==> src/inc/crt_pkg.sv <==
// Shared constants and types for the cascadable reload countdown timer.
package crt_pkg;

    // Register indices; the byte address is four times the index.
    localparam logic [7:0] CRT_IDX_T0_CNT_LO = 8'h13;
    localparam logic [7:0] CRT_IDX_T1_CTRL = 8'h14;
    localparam logic [7:0] CRT_IDX_T1_RLD_HI = 8'h15;
    localparam logic [7:0] CRT_IDX_T1_RLD_LO = 8'h16;
    localparam logic [7:0] CRT_IDX_T1_CNT_HI = 8'h17;
    localparam logic [7:0] CRT_IDX_T1_CNT_LO = 8'h18;
    localparam logic [7:0] CRT_IDX_T2_CTRL = 8'h19;
    localparam logic [7:0] CRT_IDX_GLOBAL = 8'h20;
    localparam logic [7:0] CRT_IDX_FLAGS = 8'h21;

    // Field positions of the control, global and flag registers.
    localparam int CRT_BIT_STOP_RX = 7;
    localparam int CRT_BIT_AUTO = 3;
    localparam int CRT_BIT_RUNNING = 5;
    localparam int CRT_BIT_SS_EN = 1;
    localparam int CRT_BIT_UF_FLAG = 0;

    // Values after reset.
    localparam logic [7:0] CRT_CTRL_RST = 8'h00;
    localparam logic [15:0] CRT_RELOAD_RST = 16'h0000;

    // Clock rates in kHz and the divider from carrier to slow tick.
    localparam int CRT_CLK_KHZ = 40000;
    localparam int CRT_CARRIER_KHZ = 13560;
    localparam int CRT_SLOW_DIV = 64;
    localparam int CRT_ACC_W = 16;

    // AXI response codes.
    localparam logic [1:0] CRT_RESP_OKAY = 2'h0;
    localparam logic [1:0] CRT_RESP_SLVERR = 2'h2;

    // Start mode field encoding.
    typedef enum logic [1:0] {
        CRT_START_NONE = 2'h0,
        CRT_START_TX_END = 2'h1,
        CRT_START_TRIM = 2'h2,
        CRT_START_TRIM_UF = 2'h3
    } crt_start_t;

    // Clock source field encoding.
    typedef enum logic [1:0] {
        CRT_CLK_CARRIER = 2'h0,
        CRT_CLK_SLOW = 2'h1,
        CRT_CLK_PREV_UF = 2'h2,
        CRT_CLK_NEXT_UF = 2'h3
    } crt_clksrc_t;

    // Layout of a timer control register.
    typedef struct packed {
        logic stop_on_receive_bit;
        logic reserved_hi;
        crt_start_t start_mode_field;
        logic auto_restart_bit;
        logic reserved_lo;
        crt_clksrc_t clock_source_field;
    } crt_ctrl_t;

    // Events coming from the surrounding frontend logic.
    typedef struct packed {
        logic tx_end;
        logic rx_first_bits;
        logic first_timer_underflow;
        logic third_timer_underflow;
    } crt_events_t;

endpackage

==> src/hw/crt_timer.sv <==
`timescale 1ns/10ps
// What this block does
// - Stop-on-receive halts timer after four bits.
// - Stop-on-receive ignored in either trimming mode.
// - Start mode bits 5:4; 01 starts on transmit end.
// - Mode 10 trims oscillator, no underflow, edge start/stop.
// - Mode 11 trims oscillator with underflow, edge start/stop.
// - Auto-restart set reloads and continues at zero.
// - Auto-restart clear stops timer at zero.
// - Every underflow sets the underflow flag.
// - Clock source 00 carrier, 01 divided clock.
// - Sources 10 and 11 count neighbour timer underflows.
// - Start event copies sixteen-bit reload into counter.
// - Reload writes never disturb a running count.
// - Reload high at 15h, low at 16h.
// - Live count high at 17h, low at 18h.
// - First timer count low byte at 13h.
// - Control at 14h, reserved bits 6 and 2.
// - Third timer control at 19h, same layout.
// - Software writes change running flag only with enable bit set.
module crt_timer
    import crt_pkg::*;
#(
    parameter int TMR_W = 16,
    parameter int SLOW_DIV = CRT_SLOW_DIV
) (
    input wire logic aclk,
    input wire logic aresetn,
    input wire logic [7:0] s_axi_awaddr,
    input wire logic s_axi_awvalid,
    output logic s_axi_awready,
    input wire logic [31:0] s_axi_wdata,
    input wire logic [3:0] s_axi_wstrb,
    input wire logic s_axi_wvalid,
    output logic s_axi_wready,
    output logic [1:0] s_axi_bresp,
    output logic s_axi_bvalid,
    input wire logic s_axi_bready,
    input wire logic [7:0] s_axi_araddr,
    input wire logic s_axi_arvalid,
    output logic s_axi_arready,
    output logic [31:0] s_axi_rdata,
    output logic [1:0] s_axi_rresp,
    output logic s_axi_rvalid,
    input wire logic s_axi_rready,
    input wire crt_events_t events,
    input wire logic [7:0] first_timer_count_low_byte,
    input wire logic trim_ref,
    output logic second_timer_underflow_flag,
    output logic second_timer_running_flag,
    output logic second_timer_underflow_pulse,
    output crt_ctrl_t third_timer_control
);

    // The counter and reload path are built for exactly sixteen bits.
    if (TMR_W != 16 || SLOW_DIV < 1) begin : g_bad_param
        $error("crt_timer supports TMR_W of 16 and SLOW_DIV of 1 or more.");
    end

    // Byte address to register index, with the low two bits ignored.
    function automatic logic [7:0] reg_index(input logic [7:0] addr);
        reg_index = {2'h0, addr[7:2]};
    endfunction

    // True when the index names a register of this block.
    function automatic logic reg_mapped(input logic [7:0] idx);
        reg_mapped = (idx >= CRT_IDX_T0_CNT_LO && idx <= CRT_IDX_T2_CTRL) ||
            idx == CRT_IDX_GLOBAL || idx == CRT_IDX_FLAGS;
    endfunction

    // Carrier tick is a phase accumulator, since 13.56 MHz does not
    // divide 40 MHz evenly; ticks jitter by one cycle but average exact.
    localparam logic [CRT_ACC_W-1:0] ACC_STEP = CRT_ACC_W'(CRT_CARRIER_KHZ);
    localparam logic [CRT_ACC_W-1:0] ACC_MOD = CRT_ACC_W'(CRT_CLK_KHZ);
    localparam int SLOW_W = $clog2(SLOW_DIV + 1);
    localparam logic [SLOW_W-1:0] SLOW_LAST = SLOW_W'(SLOW_DIV - 1);

    logic [CRT_ACC_W-1:0] acc_r; // Carrier phase accumulator.
    logic carrier_en_r; // One-cycle carrier tick.
    logic [SLOW_W-1:0] slow_cnt_r; // Carrier ticks toward a slow tick.
    logic slow_en_r; // One-cycle divided-clock tick.

    logic aw_full_r, w_full_r; // Write address and data are latched.
    logic [7:0] aw_idx_r; // Latched write index.
    logic [7:0] w_byte_r; // Latched write byte lane 0.
    logic w_lane0_r; // Byte lane 0 was strobed.
    logic do_write; // Both halves present, response slot free.
    logic [7:0] rd_idx; // Index of the read being answered.

    crt_ctrl_t ctrl_r; // Second timer control.
    logic [TMR_W-1:0] reload_r; // Reload value, both bytes.
    logic [TMR_W-1:0] cnt_r, cnt_nxt; // Live count.
    logic run_r, run_nxt; // Running flag.
    logic flag_r; // Sticky underflow flag.
    crt_ctrl_t t2_ctrl_r; // Third timer control, stored only.

    logic [2:0] trim_sync_r; // Three-stage trim reference synchroniser.
    logic trim_lvl_r; // Accepted trim reference level.
    logic trim_rise; // Accepted rising edge.

    logic tick; // Selected count tick.
    logic start_ev; // Any start event this cycle.
    logic uflow; // Counter passes zero this cycle.
    logic glob_wr, flag_wr; // Writes to the own registers.
    logic trim_mode;

    // Carrier and slow tick generators.
    always_ff @(posedge aclk) begin
        if (!aresetn) begin
            acc_r <= '0;
            carrier_en_r <= 1'b0;
        end else if (acc_r + ACC_STEP >= ACC_MOD) begin
            acc_r <= acc_r + ACC_STEP - ACC_MOD;
            carrier_en_r <= 1'b1;
        end else begin
            acc_r <= acc_r + ACC_STEP;
            carrier_en_r <= 1'b0;
        end
    end

    // The slow tick is every SLOW_DIV-th carrier tick.
    always_ff @(posedge aclk) begin
        if (!aresetn) begin
            slow_cnt_r <= '0;
            slow_en_r <= 1'b0;
        end else begin
            slow_en_r <= 1'b0;
            if (carrier_en_r) begin
                if (slow_cnt_r == SLOW_LAST) begin
                    slow_cnt_r <= '0;
                    slow_en_r <= 1'b1;
                end else begin
                    slow_cnt_r <= slow_cnt_r + 1'b1;
                end
            end
        end
    end

    // Trim reference crosses in; an edge counts once stages two and
    // three agree, so a single metastable sample cannot make one.
    always_ff @(posedge aclk) begin
        if (!aresetn) begin
            trim_sync_r <= '0;
            trim_lvl_r <= 1'b0;
        end else begin
            trim_sync_r <= {trim_sync_r[1:0], trim_ref};
            if (trim_sync_r[1] == trim_sync_r[2]) begin
                trim_lvl_r <= trim_sync_r[2];
            end
        end
    end

    assign trim_rise = (trim_sync_r[1] == trim_sync_r[2]) &&
        trim_sync_r[2] && !trim_lvl_r;

    // Write address and write data are taken in either order.
    always_ff @(posedge aclk) begin
        if (!aresetn) begin
            aw_full_r <= 1'b0;
            aw_idx_r <= '0;
        end else if (s_axi_awvalid && s_axi_awready) begin
            aw_full_r <= 1'b1;
            aw_idx_r <= reg_index(s_axi_awaddr);
        end else if (do_write) begin
            aw_full_r <= 1'b0;
        end
    end

    always_ff @(posedge aclk) begin
        if (!aresetn) begin
            w_full_r <= 1'b0;
            w_byte_r <= '0;
            w_lane0_r <= 1'b0;
        end else if (s_axi_wvalid && s_axi_wready) begin
            w_full_r <= 1'b1;
            w_byte_r <= s_axi_wdata[7:0];
            w_lane0_r <= s_axi_wstrb[0];
        end else if (do_write) begin
            w_full_r <= 1'b0;
        end
    end

    assign do_write = aw_full_r && w_full_r && !s_axi_bvalid;
    assign glob_wr = do_write && w_lane0_r && aw_idx_r == CRT_IDX_GLOBAL;
    assign flag_wr = do_write && w_lane0_r && aw_idx_r == CRT_IDX_FLAGS;

    // Ready is offered only while the matching holding slot is empty.
    always_ff @(posedge aclk) begin
        if (!aresetn) begin
            s_axi_awready <= 1'b0;
            s_axi_wready <= 1'b0;
        end else begin
            s_axi_awready <= !(aw_full_r || (s_axi_awvalid &&
                s_axi_awready)) || do_write;
            s_axi_wready <= !(w_full_r || (s_axi_wvalid &&
                s_axi_wready)) || do_write;
        end
    end

    // Write response; unmapped indices answer with a slave error.
    always_ff @(posedge aclk) begin
        if (!aresetn) begin
            s_axi_bvalid <= 1'b0;
            s_axi_bresp <= CRT_RESP_OKAY;
        end else if (do_write) begin
            s_axi_bvalid <= 1'b1;
            s_axi_bresp <= reg_mapped(aw_idx_r) ? CRT_RESP_OKAY :
                CRT_RESP_SLVERR;
        end else if (s_axi_bready) begin
            s_axi_bvalid <= 1'b0;
        end
    end

    // Control and reload registers; reserved bits are kept at zero.
    always_ff @(posedge aclk) begin
        if (!aresetn) begin
            ctrl_r <= CRT_CTRL_RST;
            t2_ctrl_r <= CRT_CTRL_RST;
            reload_r <= CRT_RELOAD_RST;
        end else if (do_write && w_lane0_r) begin
            case (aw_idx_r)
                CRT_IDX_T1_CTRL: ctrl_r <= w_byte_r & 8'hBB;
                CRT_IDX_T2_CTRL: t2_ctrl_r <= w_byte_r & 8'hBB;
                CRT_IDX_T1_RLD_HI: reload_r[15:8] <= w_byte_r;
                CRT_IDX_T1_RLD_LO: reload_r[7:0] <= w_byte_r;
                default: ;
            endcase
        end
    end

    assign trim_mode = ctrl_r.start_mode_field[1];

    // Tick selection from the clock source field.
    always_comb begin
        case (ctrl_r.clock_source_field)
            CRT_CLK_CARRIER: tick = carrier_en_r;
            CRT_CLK_SLOW: tick = slow_en_r;
            CRT_CLK_PREV_UF: tick = events.first_timer_underflow;
            CRT_CLK_NEXT_UF: tick = events.third_timer_underflow;
            default: tick = 1'b0;
        endcase
    end

    // Count, start, stop and underflow. Software writes to the running
    // flag come last and so win over hardware events in the same cycle.
    always_comb begin
        run_nxt = run_r;
        cnt_nxt = cnt_r;
        start_ev = 1'b0;
        uflow = 1'b0;
        if (run_r && tick) begin
            if (cnt_r != '0) begin
                cnt_nxt = cnt_r - 1'b1;
            end else if (ctrl_r.start_mode_field == CRT_START_TRIM) begin
                cnt_nxt = cnt_r;
            end else begin
                uflow = 1'b1;
                if (ctrl_r.auto_restart_bit) begin
                    cnt_nxt = reload_r;
                end else begin
                    run_nxt = 1'b0;
                end
            end
        end
        if (ctrl_r.stop_on_receive_bit && !trim_mode &&
                events.rx_first_bits) begin
            run_nxt = 1'b0;
        end
        if (ctrl_r.start_mode_field == CRT_START_TX_END && events.tx_end) begin
            start_ev = 1'b1;
        end
        if (trim_mode && trim_rise) begin
            if (run_r) begin
                run_nxt = 1'b0;
            end else begin
                start_ev = 1'b1;
            end
        end
        // A global write without the enable bit leaves the flag alone.
        if (glob_wr && w_byte_r[CRT_BIT_SS_EN]) begin
            run_nxt = w_byte_r[CRT_BIT_RUNNING];
            start_ev = w_byte_r[CRT_BIT_RUNNING];
        end
        if (start_ev) begin
            run_nxt = 1'b1;
            cnt_nxt = reload_r;
        end
    end

    // Counter state.
    always_ff @(posedge aclk) begin
        if (!aresetn) begin
            cnt_r <= '0;
            run_r <= 1'b0;
        end else begin
            cnt_r <= cnt_nxt;
            run_r <= run_nxt;
        end
    end

    // Sticky underflow flag: write one clears, a new underflow wins.
    always_ff @(posedge aclk) begin
        if (!aresetn) begin
            flag_r <= 1'b0;
        end else if (uflow) begin
            flag_r <= 1'b1;
        end else if (flag_wr && w_byte_r[CRT_BIT_UF_FLAG]) begin
            flag_r <= 1'b0;
        end
    end

    // Read channel; count bytes are sampled live, so software must not
    // read them mid-reception, where they move under it.
    always_comb begin
        rd_idx = reg_index(s_axi_araddr);
    end

    always_ff @(posedge aclk) begin
        if (!aresetn) begin
            s_axi_arready <= 1'b0;
            s_axi_rvalid <= 1'b0;
            s_axi_rdata <= '0;
            s_axi_rresp <= CRT_RESP_OKAY;
        end else if (s_axi_arvalid && s_axi_arready) begin
            s_axi_arready <= 1'b0;
            s_axi_rvalid <= 1'b1;
            s_axi_rresp <= reg_mapped(rd_idx) ? CRT_RESP_OKAY :
                CRT_RESP_SLVERR;
            case (rd_idx)
                CRT_IDX_T0_CNT_LO:
                    s_axi_rdata <= {24'h0, first_timer_count_low_byte};
                CRT_IDX_T1_CTRL: s_axi_rdata <= {24'h0, ctrl_r};
                CRT_IDX_T1_RLD_HI: s_axi_rdata <= {24'h0, reload_r[15:8]};
                CRT_IDX_T1_RLD_LO: s_axi_rdata <= {24'h0, reload_r[7:0]};
                CRT_IDX_T1_CNT_HI:
                    s_axi_rdata <= {24'h0, cnt_r[15:8]};
                CRT_IDX_T1_CNT_LO:
                    s_axi_rdata <= {24'h0, cnt_r[7:0]};
                CRT_IDX_T2_CTRL: s_axi_rdata <= {24'h0, t2_ctrl_r};
                CRT_IDX_GLOBAL: s_axi_rdata <= {26'h0, run_r, 5'h00};
                CRT_IDX_FLAGS: s_axi_rdata <= {31'h0, flag_r};
                default: s_axi_rdata <= 32'h0000_0000;
            endcase
        end else if (s_axi_rvalid) begin
            if (s_axi_rready) begin
                s_axi_rvalid <= 1'b0;
                s_axi_arready <= 1'b1;
            end
        end else begin
            s_axi_arready <= 1'b1;
        end
    end

    // Outputs, each from a flip-flop.
    always_ff @(posedge aclk) begin
        if (!aresetn) begin
            second_timer_underflow_flag <= 1'b0;
            second_timer_running_flag <= 1'b0;
            second_timer_underflow_pulse <= 1'b0;
            third_timer_control <= CRT_CTRL_RST;
        end else begin
            second_timer_underflow_flag <= flag_r;
            second_timer_running_flag <= run_r;
            second_timer_underflow_pulse <= uflow;
            third_timer_control <= t2_ctrl_r;
        end
    end
endmodule

==> config.mk <==
export PLATFORM = sky130hd
export DESIGN_NAME = crt_timer
export DESIGN_NICKNAME = d
export VERILOG_FILES = /design/src/inc/crt_pkg.sv /design/src/hw/crt_timer.sv
export SDC_FILE = /design/constraint.sdc
export NUM_CORES = 1
export LEC_CHECK = 0
export BUFFER_PORTS_ARGS = -buffer_cell sky130_fd_sc_hd__buf_2
export CAP_MARGIN = 15
export CORE_MARGIN = 2
export CORE_UTILIZATION = 50
export CTS_CLUSTER_SIZE = 40
export DETAILED_ROUTE_END_ITERATION = 10
export GPL_TIMING_DRIVEN = 0
export PLACE_DENSITY = 0.77
export SLEW_MARGIN = 5
export SYNTH_ARGS = -nofsm -noshare
export SYNTH_HDL_FRONTEND = slang
export SYNTH_SLANG_ARGS = --single-unit
==> constraint.sdc <==
create_clock -name aclk -period 3.3 [get_ports aclk]
set_input_delay 0.66 -clock aclk [delete_from_list [all_inputs] [get_ports aclk]]
set_output_delay 0.66 -clock aclk [all_outputs]
set_load 0.01 [all_outputs]
==> results.md <==
- The leakage dissipation is 2.962 nW.
- The checks that failed: design-rule violations.
- For the finished layout, the period the worst path requires is approximately 3.1 ns.
- The finished cells cover between 7000 and 8000 µm².
- Summing every instance area after synthesis gives 5952 µm².
- The share of total power consumed by net switching is 33.21%.
- In this run, synthesis inferred 0 flip-flops with an integrated enable.
- The yosys synthesis warning count is 0.
- The total count of max-transition violations in the final report is 0.
- The initial standard-cell utilization of the core is around half.
- The required time of the critical path is 3.64 ns.
- The min-delay analysis places its worst path in the category reg -> reg.
- The maximum frequency from static timing analysis is about 320 MHz.
- Summing over every cut layer, the via total after detailed routing is about 5700.
- Sorting the synthesized cells by how often they occur yields 113 x dfxtp_1, 80 x nand2_1, 77 x nor2_1.
- The routed length per placed instance is between 15 and 20 µm.
- The first global-routing pass estimated 27.24 mm of wire.
- The number of flip-flops and latches in the synthesized netlist is roughly 110.
- The number of placement rows is 39.
- The first TritonRoute pass finished after 8 iterations.
- The starting DRC count in detailed routing is between 400 and 500.
- The tree is rooted in a clkbuf_16.
- Setup repair after global routing left no endpoint under its margin.
- Setup violations remaining at the end of the flow were counted as 0.
- The flow ran to the end, but the final reports show violations.
- The CTS tree is done.
- Across the run, the number of max-cap violations was 0.
- The number of global-route vias before repair is 5298.
- The die footprint is around 13000 µm².
- Clock-pin slew was measured on the worst setup and hold paths at 0.05 ns.
- STA puts the critical path data arrival time at 3.49 ns.
- The slew at the pin closest to its max-slew limit is 0.8860 ns.
- The sort of element at the start of the critical path is a flip-flop.
- The width of the chip is about 110 µm.
- The longest clock path from root to sink contains 2 buffers.
- The worst-case clock skew is roughly 0.012 ns.
- The most common cell in the synthesized netlist is dfxtp_1.
- In this run the cell area measured after placement is roughly 6600 µm².
- Clock latency on the worst-skew pair, taken at its later pin, is between 0.4 and 0.5 ns.
- After the last flow step, the layout net total stands at about 900.
- STA classifies the critical path endpoint as a flip-flop.
- The total of buffers placed on input and output ports is 64.
- Sequential cells account for a little over a third of the total power.
- The worst-path maximum fanout is 10.
- The most used flip-flop cell after synthesis is dfxtp_1.
- The global router's overall resource usage is a little over a quarter.
- The number of CTS-inserted buffers is 17.
- The clock sink total is 113.
- Of all cell types, the one taking the most synthesized area is dfxtp_1.
- The H-tree depth is 4.
- The power share of the clock group is a little under two fifths.
- In the post-synthesis netlist, the biggest area contributors are dfxtp_1 38%, mux2i_1 5.5%, nand2_1 5.0%, nor2_1 4.9%, a21oi_1 3.9%.
- After detailed routing, the number of remaining DRC violations is 10.
- The share of the clock period used by the worst path is approximately 95%.
- In this run the power spent charging and discharging nets is 0.001473 W.
- The final wirelength is between 15 and 20 mm.
- The gate count after technology mapping is 708.
- After detailed routing, the number of vias per cell comes to just under 6.
- The average instance area after synthesis is between 8 and 9 µm².
- For this design the ratio of total power to cell area is 619.6 nW/µm².
- Measured along the y axis, the die boundary spans around 110 µm.
- Compared with the post-synthesis result, the final layout area differs by 20.31%.
- Cells with a size suffix above 1 make up 20.17% of the layout.
- The largest net degree at the start of global routing is 17.
- The share of async-settable or async-resettable flops after synthesis is 0%.
- The class of the most critical setup path is reg -> reg.
- The leftover overflow at the end of global routing is 0.
- Detailed placement finished with a half-perimeter wire length of around 13 mm.
- The number of antenna violations at the first check in global routing came to 0.
- Across the VDD grid, the largest voltage drop is 0.4937 mV.
- The portion of synthesized cell area occupied by the leading cell type is between 30% and 40%.
- The number of hold-slack violations in the final timing report is 0.
- The worst pin sits at a relative slew slack of 40.44%.
- The count of inserted antenna diode cells is 0.
- approximately 120 I/O pins were placed.
- The synthesized netlist contains between 70 and 80 unique library cells.
- The tightest hold path in the finished design has a slack of between 0.4 and 0.5 ns.
- After synthesis, flip-flops and latches occupy roughly two fifths of the total area.
- The total area inside the core boundary comes to 11520 µm².
- The global placement routability congestion is 0.9254.
- The number of nets with antenna violations after detailed routing is 0.
- Fill cells in the final layout number ~1000.
- Internal power comes to roughly 0.0030 W.
- The combinational fraction of design power is a little over a quarter.
cell usage in the layout (no fill, tap or decap), drive strengths merged, types with 23 or more instances in the layout:
| cell | netlist | final |
|---|---|---|
| mux2i | 33 | 33 |
| nor2 | 77 | 77 |
| and2 | 23 | 23 |
| conb | 1 | 28 |
| dfxtp | 113 | 113 |
| clkbuf | 27 | 45 |
| nand2 | 80 | 80 |
| a21oi | 47 | 47 |
| o21ai | 30 | 30 |
| buf | 39 | 106 |
final cells by class:
type | count | area, µm² | share of cell area [%]
plain buffers | 65 | 369.1 | 5.155
clock buffers | 19 | 432.9 | 6.046
clock inverters | 13 | 113.9 | 1.590
inverters | 15 | 56.30 | 0.7863
multi-input cells | 541 | 3402 | 47.51
flip-flops and latches | 113 | 2265 | 31.63
well taps | 143 | 178.9 | 2.499
repair buffers | 67 | 342.8 | 4.788
flip-flops by register name, indices dropped and copies added, names as in the netlist, 3 cells and up:
name	cells
acc_r	13
aw_idx_r	6
cnt_r	16
ctrl_r	6
reload_r	16
s_axi_rdata	8
slow_cnt_r	7
t2_ctrl_r	6
third_timer_control	6
trim_sync_r	3
w_byte_r	8
power groups by stage:
stage	logic, W	registers, W	clock network, W
after detailed placement	0.00106	0.00158	0
after floorplan	0.000812	0.00155	0
after global routing	0.00130	0.00158	0.00175
final	0.00119	0.00156	0.00169
after global placement	0.00103	0.00158	0
after CTS	0.00113	0.00156	0.00169
worst max-delay path, stage by stage (launching register included):
cell      delay, ns
dfxtp_2        0.35
inv_1          0.08
ha_1           0.14
buf_4          0.16
or3b_4         0.41
xor2_2         0.16
ha_2           0.21
nor3b_1        0.14
o211ai_1       0.17
o211ai_1       0.20
buf_4          0.21
nor2_1         0.14
o31ai_1        0.12
or3b_2         0.46
a21oi_1        0.12
timing repair:
item / 4_1_cts / 5_1_grt
hold buffers: 0 / 0
pin swaps: 2 / 1
resized for setup: 5 / 5
setup endpoints to repair: 9 / 8
setup buffers: 2 / 1
stage by stage:
| step | total power (W) | setup TNS (ns) | worst slack, ns | utilization, % | std cells |
|---|---|---|---|---|---|
| after detailed placement | 0.002643 | -1.800 | -0.2902 | 56.90 | 942 |
| after CTS | 0.004379 | 0 | 0.04953 | 61.93 | 975 |
| after global placement | 0.002616 | -1.342 | -0.2908 | 56.90 | 942 |
| after global routing | 0.004629 | 0 | 0.03483 | 62.18 | 976 |
| after floorplan | 0.002366 | 0 | 0.2237 | - | 735 |
| final | 0.004437 | 0 | 0.1507 | 62.18 | 976 |
worst paths after layout:
path / startpoint / endpoint / slack, ns / cells after the start
setup / recovery: acc_r[4] / acc_r[12] / 0.15 / 14
hold / removal: slow_cnt_r[6] / slow_en_r / 0.43 / 1
setup reg to reg: acc_r[4] / acc_r[12] / 0.15 / 14
hold reg to reg: slow_cnt_r[6] / slow_en_r / 0.43 / 1
kinds of logic after synthesis:
family                   Yosys count  synth area share, %
flip-flops                       113                38.01
other                              1              0.06300
multiplexers                      45                9.144
XOR/XNOR                          16                2.354
adder cells (fa/ha/maj)            7                1.471
buffers and inverters             81                7.168
AND/OR/NAND/NOR                  283                23.73
AO/OA/AOI/OAI                    162                18.06
per-layer routing:
metal / vias to the layer above / track usage, % / share of wire [%]
li1: 2699 / - / -
met3: 37 / 6.320 / 8.2
met5: - / 0 / 0
met1: 2656 / 36.74 / 43
met4: 0 / 11.06 / 2.3
met2: 265 / 42.16 / 46
Note: power is estimated with default switching activity, not from simulation.
